==> src/dcs_pkg.sv <==
// Package for the port device control and status register pair.
// Assumes one instance of the register block per switch port.
`default_nettype none
package dcs_pkg;

    // ****************************************************************
    // Register map
    // ****************************************************************
    localparam logic [11:0] DCS_ADDR_CTRL_STATUS = 12'h0C8;
    localparam int DCS_ADDR_WIDTH = 12;

    // ****************************************************************
    // Control field positions (low half of the word)
    // ****************************************************************
    localparam int DCS_BIT_CORR_EN = 0;
    localparam int DCS_BIT_NONFATAL_EN = 1;
    localparam int DCS_BIT_FATAL_EN = 2;
    localparam int DCS_BIT_UNSUP_EN = 3;
    localparam int DCS_BIT_RELAXED = 4;
    localparam int DCS_MPS_LSB = 5;
    localparam int DCS_MPS_MSB = 7;
    localparam int DCS_BIT_EXT_TAG = 8;
    localparam int DCS_BIT_PHANTOM = 9;
    localparam int DCS_BIT_AUX_PM = 10;
    localparam int DCS_BIT_NO_SNOOP = 11;
    localparam int DCS_MRRS_LSB = 12;
    localparam int DCS_MRRS_MSB = 14;

    // ****************************************************************
    // Status field positions (high half of the word)
    // ****************************************************************
    localparam int DCS_ERR_LSB = 16;
    localparam int DCS_ERR_MSB = 19;
    localparam int DCS_BIT_AUX_DET = 20;
    localparam int DCS_BIT_TXN_PEND = 21;

    // ****************************************************************
    // Reset values and codes
    // ****************************************************************
    localparam logic [3:0] DCS_RST_ERR_EN = 4'h0;
    localparam logic [2:0] DCS_RST_MPS = 3'h0;
    localparam logic DCS_RST_AUX_PM = 1'b0;
    localparam logic [3:0] DCS_RST_ERR_FLAGS = 4'h0;
    localparam logic DCS_RST_AUX_DET = 1'b1;
    localparam logic [2:0] DCS_MPS_SUP_256 = 3'h1;
    localparam logic [2:0] DCS_MPS_SUP_512 = 3'h2;

    typedef enum logic {DCS_ST_IDLE, DCS_ST_ANSWER} dcs_apb_state_type;

endpackage
`default_nettype wire

==> src/dcs_err_if.sv <==
// Interface carrying error events, clear strobes and logged flags.
// Assumes both ends run on clk_sys.
`default_nettype none
interface dcs_err_if;
    logic [3:0] errEvent;
    logic [3:0] clearMask;
    logic [3:0] flags;

    modport logger (input errEvent, input clearMask, output flags);
    modport owner (output errEvent, output clearMask, input flags);
endinterface
`default_nettype wire

==> src/dcs_err_log.sv <==
// Error-detected flags, one per error class, write-one-to-clear.
// Assumes events and clears are single-cycle pulses on clk_sys.
`default_nettype none
module dcs_err_log
    import dcs_pkg::*;
(
    input wire logic clk_sys,
    input wire logic rstn,
    dcs_err_if.logger errIf
);

    logic [3:0] flags_reg;
    logic [3:0] flags_next;

    // ****************************************************************
    // Flag update
    // ****************************************************************
    // set wins clear
    always_comb
    begin
        flags_next = (flags_reg & ~errIf.clearMask) | errIf.errEvent;
    end

    always_ff @(posedge clk_sys or negedge rstn)
    begin
        if (!rstn)
            flags_reg <= DCS_RST_ERR_FLAGS;
        else
            flags_reg <= flags_next;
    end

    assign errIf.flags = flags_reg;
endmodule
`default_nettype wire

==> src/dcs_ctrl_status.sv <==
// Device control and device status register pair of one switch port, APB slave.
// Assumes error events are one-cycle pulses from clk_sys logic; strap and aux
// power level are asynchronous pins; rstnSticky is the cold reset only.
`default_nettype none
module dcs_ctrl_status
    import dcs_pkg::*;
(
    input wire logic clk_sys,
    input wire logic rstn,
    input wire logic rstnSticky,
    input wire logic [11:0] paddr,
    input wire logic psel,
    input wire logic penable,
    input wire logic pwrite,
    input wire logic [31:0] pwdata,
    input wire logic [3:0] pstrb,
    output logic [31:0] prdata,
    output logic pready,
    output logic pslverr,
    input wire logic corrErrEvent,
    input wire logic nonFatalErrEvent,
    input wire logic fatalErrEvent,
    input wire logic unsupReqEvent,
    input wire logic halfKilobytePayloadStrap,
    input wire logic auxPowerPin,
    output logic [3:0] errReportEn,
    output logic [2:0] maxPayloadCode,
    output logic auxPowerPmEn,
    output logic [3:0] errDetected
);

    // ****************************************************************
    // Helpers
    // ****************************************************************
    function automatic logic [2:0] clampPayload(input logic [2:0] code, input logic [2:0] maxCode);
        clampPayload = (code > maxCode) ? maxCode : code;
    endfunction

    function automatic logic [2:0] supportedCode(input logic strap);
        supportedCode = strap ? DCS_MPS_SUP_512 : DCS_MPS_SUP_256;
    endfunction

    dcs_apb_state_type state_reg;
    logic pready_reg;
    logic pslverr_reg;
    logic [31:0] prdata_reg;
    logic [31:0] readWord;
    logic hit;
    logic setupPhase;
    logic writeNow;
    logic [3:0] errEn_reg;
    logic [2:0] mps_reg;
    logic [2:0] mps_next;
    logic auxPm_reg;
    logic [2:0] supMax_reg;
    logic [2:0] strapSync_reg;
    logic [2:0] auxSync_reg;
    logic auxDet_reg;

    dcs_err_if errIf ();

    // ****************************************************************
    // Bus decode
    // ****************************************************************
    assign hit = (paddr == DCS_ADDR_CTRL_STATUS);
    assign setupPhase = psel && !penable;
    assign writeNow = (state_reg == DCS_ST_ANSWER) && psel && penable && pwrite && hit;

    // ****************************************************************
    // APB handshake: one access cycle, read word captured at setup
    // ****************************************************************
    always_ff @(posedge clk_sys or negedge rstn)
    begin
        if (!rstn)
        begin
            state_reg <= DCS_ST_IDLE;
            pready_reg <= 1'b0;
            pslverr_reg <= 1'b0;
            prdata_reg <= 32'h0000_0000;
        end
        else
        begin
            case (state_reg)
                DCS_ST_IDLE:
                begin
                    if (setupPhase)
                    begin
                        state_reg <= DCS_ST_ANSWER;
                        pready_reg <= 1'b1;
                        pslverr_reg <= !hit;
                        prdata_reg <= (hit && !pwrite) ? readWord : 32'h0000_0000;
                    end
                end
                DCS_ST_ANSWER:
                begin
                    state_reg <= DCS_ST_IDLE;
                    pready_reg <= 1'b0;
                    pslverr_reg <= 1'b0;
                end
                default:
                begin
                    state_reg <= DCS_ST_IDLE;
                    pready_reg <= 1'b0;
                    pslverr_reg <= 1'b0;
                end
            endcase
        end
    end

    assign pready = pready_reg;
    assign pslverr = pslverr_reg;
    assign prdata = prdata_reg;

    // ****************************************************************
    // Read word
    // ****************************************************************
    // hardwired zeros
    always_comb
    begin
        readWord = 32'h0000_0000;
        readWord[DCS_BIT_CORR_EN] = errEn_reg[0];
        readWord[DCS_BIT_NONFATAL_EN] = errEn_reg[1];
        readWord[DCS_BIT_FATAL_EN] = errEn_reg[2];
        readWord[DCS_BIT_UNSUP_EN] = errEn_reg[3];
        readWord[DCS_MPS_MSB:DCS_MPS_LSB] = mps_reg;
        readWord[DCS_BIT_AUX_PM] = auxPm_reg;
        readWord[DCS_ERR_MSB:DCS_ERR_LSB] = errIf.flags;
        readWord[DCS_BIT_AUX_DET] = auxDet_reg;
    end

    // ****************************************************************
    // Pin synchronisers
    // ****************************************************************
    // Strap is static in practice; tracking it keeps the clamp honest after release
    always_ff @(posedge clk_sys or negedge rstn)
    begin
        if (!rstn)
            strapSync_reg <= 3'h0;
        else
            strapSync_reg <= {strapSync_reg[1:0], halfKilobytePayloadStrap};
    end

    always_ff @(posedge clk_sys or negedge rstn)
    begin
        if (!rstn)
            auxSync_reg <= 3'h7;
        else
            auxSync_reg <= {auxSync_reg[1:0], auxPowerPin};
    end

    // ****************************************************************
    // Supported maximum payload
    // ****************************************************************
    // strap picks code
    always_ff @(posedge clk_sys or negedge rstn)
    begin
        if (!rstn)
            supMax_reg <= DCS_MPS_SUP_256;
        else if (strapSync_reg[1] == strapSync_reg[2])
            supMax_reg <= supportedCode(strapSync_reg[2]);
    end

    always_ff @(posedge clk_sys or negedge rstn)
    begin
        if (!rstn)
            auxDet_reg <= DCS_RST_AUX_DET;
        else if (auxSync_reg[1] == auxSync_reg[2])
            auxDet_reg <= auxSync_reg[2];
    end

    // ****************************************************************
    // Control fields
    // ****************************************************************
    // reporting enables
    always_ff @(posedge clk_sys or negedge rstn)
    begin
        if (!rstn)
            errEn_reg <= DCS_RST_ERR_EN;
        else if (writeNow && pstrb[0])
            errEn_reg <= pwdata[DCS_BIT_UNSUP_EN:DCS_BIT_CORR_EN];
    end

    always_comb
    begin
        mps_next = clampPayload(pwdata[DCS_MPS_MSB:DCS_MPS_LSB], supMax_reg);
    end

    always_ff @(posedge clk_sys or negedge rstn)
    begin
        if (!rstn)
            mps_reg <= DCS_RST_MPS;
        else if (writeNow && pstrb[0])
            mps_reg <= mps_next;
    end

    // sticky on cold reset
    // Only rstnSticky clears it, so a warm port reset leaves aux power enabled
    always_ff @(posedge clk_sys or negedge rstnSticky)
    begin
        if (!rstnSticky)
            auxPm_reg <= DCS_RST_AUX_PM;
        else if (rstn && writeNow && pstrb[1])
            auxPm_reg <= pwdata[DCS_BIT_AUX_PM];
    end

    // ****************************************************************
    // Error flags
    // ****************************************************************
    // events ignore enables
    assign errIf.errEvent = {unsupReqEvent, fatalErrEvent, nonFatalErrEvent, corrErrEvent};
    assign errIf.clearMask = (writeNow && pstrb[2]) ? pwdata[DCS_ERR_MSB:DCS_ERR_LSB] : 4'h0;

    dcs_err_log u_dcs_err_log (
        .clk_sys(clk_sys),
        .rstn(rstn),
        .errIf(errIf)
    );

    // ****************************************************************
    // Outputs
    // ****************************************************************
    assign errReportEn = errEn_reg;
    assign maxPayloadCode = mps_reg;
    assign auxPowerPmEn = auxPm_reg;
    assign errDetected = errIf.flags;
endmodule
`default_nettype wire

==> config.mk <==
export PLATFORM = sky130hd
export DESIGN_NAME = dcs_ctrl_status
export DESIGN_NICKNAME = d
export VERILOG_FILES = /design/src/dcs_pkg.sv /design/src/dcs_err_if.sv /design/src/dcs_err_log.sv /design/src/dcs_ctrl_status.sv
export SDC_FILE = /design/constraint.sdc
export NUM_CORES = 1
export LEC_CHECK = 0
export ABC_CLOCK_PERIOD_IN_PS = 2230
export BUFFER_PORTS_ARGS = -buffer_cell sky130_fd_sc_hd__buf_2
export CAP_MARGIN = 20
export CORE_MARGIN = 1.5
export CORE_UTILIZATION = 35
export DETAILED_ROUTE_END_ITERATION = 7
export PLACE_DENSITY = 0.77
export SKIP_CTS_REPAIR_TIMING = 1
export SLEW_MARGIN = 20
export SYNTH_ARGS = -nofsm -noshare
export SYNTH_HDL_FRONTEND = slang
export SYNTH_SLANG_ARGS = --single-unit
==> constraint.sdc <==
create_clock -name clk_sys -period 2.23 [get_ports clk_sys]
set_clock_uncertainty 0.15 [all_clocks]
set_input_delay 0.223 -clock clk_sys [delete_from_list [all_inputs] [get_ports clk_sys]]
set_output_delay 0.223 -clock clk_sys [all_outputs]
set_load 0.05 [all_outputs]
==> results of run 1 <==
[layout by cell type (no fill, tap or decap), drive strengths merged, types with 3 or more instances in the layout]
cell type and n:
mux2 9, conb 19, nor2 7, a22o 13, and4b 3, dlygate4sd3 8, dfrtp 32, dfstp 5
nand3 6, clkbuf 7, inv 4, a21o 4, buf 67
[cells in the mapped netlist (2+ instances only)]
cell type	count	area [µm²]
nand2b_1	2	12.5
a22o_1	13	114
dfstp_2	5	131
nand3_1	6	30.0
ha_1	2	25.0
dfrtp_1	32	801
and4b_1	3	30.0
mux2_2	2	22.5
buf_4	19	143
a21o_1	4	30.0
inv_1	4	15.0
nor2_1	7	26.3
mux2_4	7	105
a21oi_1	2	10.0
[metrics by stage]
step                setup slack, ps  util, %  hold slack, ps
floorplan                       381        -            -223
global placement                324     44.0            -148
detailed placement              316     44.0            -148
CTS                             305     46.3            -451
global route                    258     48.1            15.5
finish                          314     48.1            25.1
[metal layers]
metal	vias to the layer above	track usage, %	share of wire [%]	wire length [µm]
met1	533	15.5	44	1380
li1	561	-	-	-
met4	0	4.40	0.87	27
met2	53	20.9	49	1540
met5	-	0	0	0
met3	2	2.81	5.2	161
[path summary, 6_finish.rpt]
kind,end,slack (ps),cells past startpoint
max,maxPayloadCode[1],310,4
min,errReportEn[0],30,2
max reg2reg,maxPayloadCode[1],310,4
min reg2reg,strapSync_reg[1],200,0
max in group asynchronous,supMax_reg[0],1180,3
min in group asynchronous,auxPowerPmEn,110,2
[where the power goes]
| part | leakage, nW | internal [mW] | switching, mW |
|---|---|---|---|
| sequential | 0.465 | 0.694 | 0.0104 |
| combinational | 0.631 | 0.0618 | 0.141 |
| clock | 0.0542 | 0.279 | 0.211 |
[area by class of cell]
class | count | area (µm²) | share of cell area (%)
Clock inverter | 1 | 5.00 | 0.234
Tap cell | 52 | 65.1 | 3.04
Multi-Input combinational cell | 79 | 604 | 28.3
Inverter | 4 | 15.0 | 0.702
Timing Repair Buffer | 75 | 420 | 19.7
Clock buffer | 7 | 96.3 | 4.51
Sequential cell | 37 | 932 | 43.6
[worst register-to-register path, cell delays in order, from the launching register on]
cell and delay [ps]:
dfstp_2 540, ha_1 220, a32oi_1 260, mux2_2 370
mux2_4 260
[kinds of logic after synthesis]
group,count (synthesis),share of synthesized area [%]
compound gates,20,9.91
fa+ha+maj,3,2.13
buf+inv,25,10.5
flops,37,56.8
mux,10,8.38
other cells,1,0.228
simple gates,27,12.0
==> out/metrics.cfg, run 1 <==
[run_status]
status=completed

[critical_path]
cpLargestDelayFamily=multiplexers
start_kind=register
cp_num_buf_inv=0
cp_slowest_cell=dfstp_2
worstSetupPathType=register to register
critPathMaxFanout=3
critPathMaxStageDelay_ps=540
regToRegStartpoint=supMax_reg[0]
crit_required_ps=2240
end_kind=register
worstSetupStartpoint=supMax_reg[0]
path_cells=ha_1 -> a32oi_1 -> mux2_2 -> mux2_4
cp.arrival_ps=1920

[power]
power.leakage_nw=1.15
max-vdd-ir-drop_mv=0.181
total_power_mw=1.40
powerDensity_mw_per_mm2=653

[sta]
fmax_ghz=0.522
rsz0062_at_grt=no
finalSetupViolCount=0
drv_slew=0
tightest_slew_ps=515
fin_crit_sh_pct=85.9
hold_viol=0
slew_headroom_pct=65.6
finalCriticalPeriod_ps=1920
fin_tns_setup_ps=0

[synth]
synth_cell_types=29
synth_seq_cells=37
synthCells=123
synth_edf_count=0
synth_area_mm2=0.00164
synthArstFlopShare_pct=100
syn_area_per_cell_um2=13.3
yosysWarningCount=0
synth-main-ff-cell=dfrtp_1
synth_seq_area_share_pct=56.8

[detailed_routing]
drtPass1Iterations=8
drt.antenna.violating_nets=0
routedWlPerCell_um=12.2
totalWireLength_um=3110
first_iter_violations=45
viasPerCell=4.51
vias=1149
drc=0

[floorplan]
die_height_um=71.5
die_area_mm2=0.00511
start_util_pct=36.9
fp.dieW_um=71.5
design.core.area_mm2=0.00444
row_count=24
ioPinCount=106

[global_routing]
grt_pass1_vias=1050
grt_overflow=0
antenna_found_initial=0
grt_usage_pct=12.3
grt_pass1_wl_um=4910
grt_max_degree=37

[final_layout]
fin_area_mm2=0.00214
area_growth_pct=30.3
largest_reg_flops=13
final_nets=264
antenna-diode-count=0
final_cells=255
fill_cells=406
drive_above_1_share_pct=45.8

[min_path]
hp-start=pwdata[0]
worstHoldPathType=input pin to register

[clock_network]
cts_root_buffer=clkbuf_8
numCtsBuffers=5
clock_latency_ps=270
cts_tree=yes
htreeDepth=2
clkSinkCount=37
clk_pin_slew_ps=70
cts_buffer_depth=2

[placement]
portBuffers=65
dpl.cell_count=239
dp_hpwl_um=2380
dpl-instance-area_mm2=0.00196
place.gp.congestion=0.708

[run]
max_cap_viol_count=0

Power figures use the tool's default switching activity.
==> run 2: changes to the inputs <==
Settings changed: CORE_UTILIZATION 35 to 30, PLACE_DENSITY 0.77 to 0.69, SKIP_CTS_REPAIR_TIMING 1 to default.
==> run 2 against run 1 <==
  * Cell area is 0.88% higher
  * Critical path type unchanged
  * Via count rose by 2.5%
  * Largest cell class unchanged
  * Largest power group unchanged
  * Die area rose by 16%
  * Clock power decreased by 3%
  * Total power fell by 0.96%
==> out/metrics.cfg, run 2 (synthesis gave the netlist of run 1 again) <==
[critical_path]
worstSetupPathType=register to register
cp_slowest_cell=dfstp_2
regToRegStartpoint=supMax_reg[0]
crit_required_ps=2240
end_kind=register
r2r_slack_ps=290
cp.arrival_ps=1950
path_cells=ha_1 -> a32oi_1 -> mux2_2 -> mux2_4
reg2reg_depth=4
critPathMaxStageDelay_ps=540
critPathMaxFanout=3
r2r-end=maxPayloadCode[1]
start_kind=register

[detailed_routing]
totalWireLength_um=3390
drc=0
drt.antenna.violating_nets=0
vias=1178
viasPerCell=4.30
routedWlPerCell_um=12.4
drtPass1Iterations=4
first_iter_violations=9

[floorplan]
die_area_mm2=0.00592
start_util_pct=31.5
ioPinCount=106
die_height_um=77.0
row_count=26
design.core.area_mm2=0.00520
fp.dieW_um=77.0

[sta]
rsz0062_at_grt=no
fin_crit_sh_pct=87.0
hold_viol=0
finalCriticalPeriod_ps=1940
fmax_ghz=0.515
fin_tns_setup_ps=0
finalSetupViolCount=0
timing.final.ws_setup_ps=289
timing.hold.ws_ps=26.0
drv_slew=0

[run]
max_cap_viol_count=0

[final_layout]
area_growth_pct=31.4
fin_area_mm2=0.00216
final_nets=265
layout_common_cells=buf_2, dfrtp_1, conb_1
largest_reg_flops=13
final_common_cell=buf_2
drive_above_1_share_pct=45.1
antenna-diode-count=0
fill_cells=508

[global_routing]
grt_overflow=0
antenna_found_initial=0
grt_usage_pct=11.7
grt_pass1_wl_um=5470
grt_max_degree=37
grt_pass1_vias=1181

[clock_network]
clock_latency_ps=280
cts_buffer_depth=2
numCtsBuffers=5
clk_pin_slew_ps=70
cts_root_buffer=clkbuf_8
htreeDepth=2
cts_tree=yes
clkSinkCount=37
post_cts_buffers=0

[power]
power.leakage_nw=1.15
total_power_mw=1.38
powerDensity_mw_per_mm2=641
max-vdd-ir-drop_mv=0.166

[placement]
dpl-instance-area_mm2=0.00199
place.gp.congestion=0.691
portBuffers=65
post-place-ws_ps=300
dp_hpwl_um=2470

[min_path]
whs_endpoint=errReportEn[1]
hold_depth=2
worstHoldPathType=input pin to register
hp-start=pwdata[1]

[run_status]
status=completed

## run 2: cell count changes in the layout (fill, tap and decap cells not counted), sizes merged
cell,before,now
buf,67,68
clkbuf,7,8
clkinv,1,0
## run 2: power breakdown
part	internal (mW)	leakage [nW]	switching [mW]	total, mW
sequential	0.693	0.465	0.00995	0.703
combinational	0.0617	0.636	0.142	0.204
clock	0.252	0.0455	0.224	0.476
## run 2: metrics by stage
| stage | cells | utilization [%] |
|---|---|---|
| 2_1_floorplan | 141 | - |
| 3_3_place_gp | 258 | 38.2 |
| 3_5_place_dp | 258 | 38.2 |
| 4_1_cts | 274 | 41.4 |
| 5_1_grt | 274 | 41.4 |
| 6_report | 274 | 41.4 |
## run 2: final cells by class
cell class | count | area, µm² | share of cell area, %
Inverter | 4 | 15.0 | 0.696
Sequential cell | 37 | 932 | 43.2
Timing Repair Buffer | 76 | 428 | 19.8
Multi-Input combinational cell | 79 | 604 | 28.0
Clock buffer | 8 | 90.1 | 4.18
Tap cell | 70 | 87.6 | 4.06
## run 2: worst max-delay path by stage
stage / start / endpoint / cells past startpoint
final: supMax_reg[0] / maxPayloadCode[1] / 4
after global routing: supMax_reg[0] / maxPayloadCode[1] / 4
after CTS: supMax_reg[0] / maxPayloadCode[1] / 4
after floorplan: supMax_reg[0] / maxPayloadCode[0] / 4
after detailed placement: supMax_reg[0] / maxPayloadCode[1] / 4
after global placement: supMax_reg[0] / maxPayloadCode[1] / 4
## run 2: worst max-delay path: cells and delay by family (launching register included)
kind	cells	cell delay, ps
mux	2	640
compound gates	1	280
flops	1	540
fa+ha+maj	1	230
## run 2: routing by layer
metal  track usage [%]  vias to the layer above  wire length [µm]
li1                  -                      559                 -
met1              14.3                      569              1510
met2              20.0                       46              1680
met3              1.31                        4               139
met4              6.73                        0                55
met5                 0                        -                 0
## run 2: what timing repair did
item,in CTS,in global routing
hold buffers,8,0
resized for setup,0,0
hold endpoints to repair,38,0
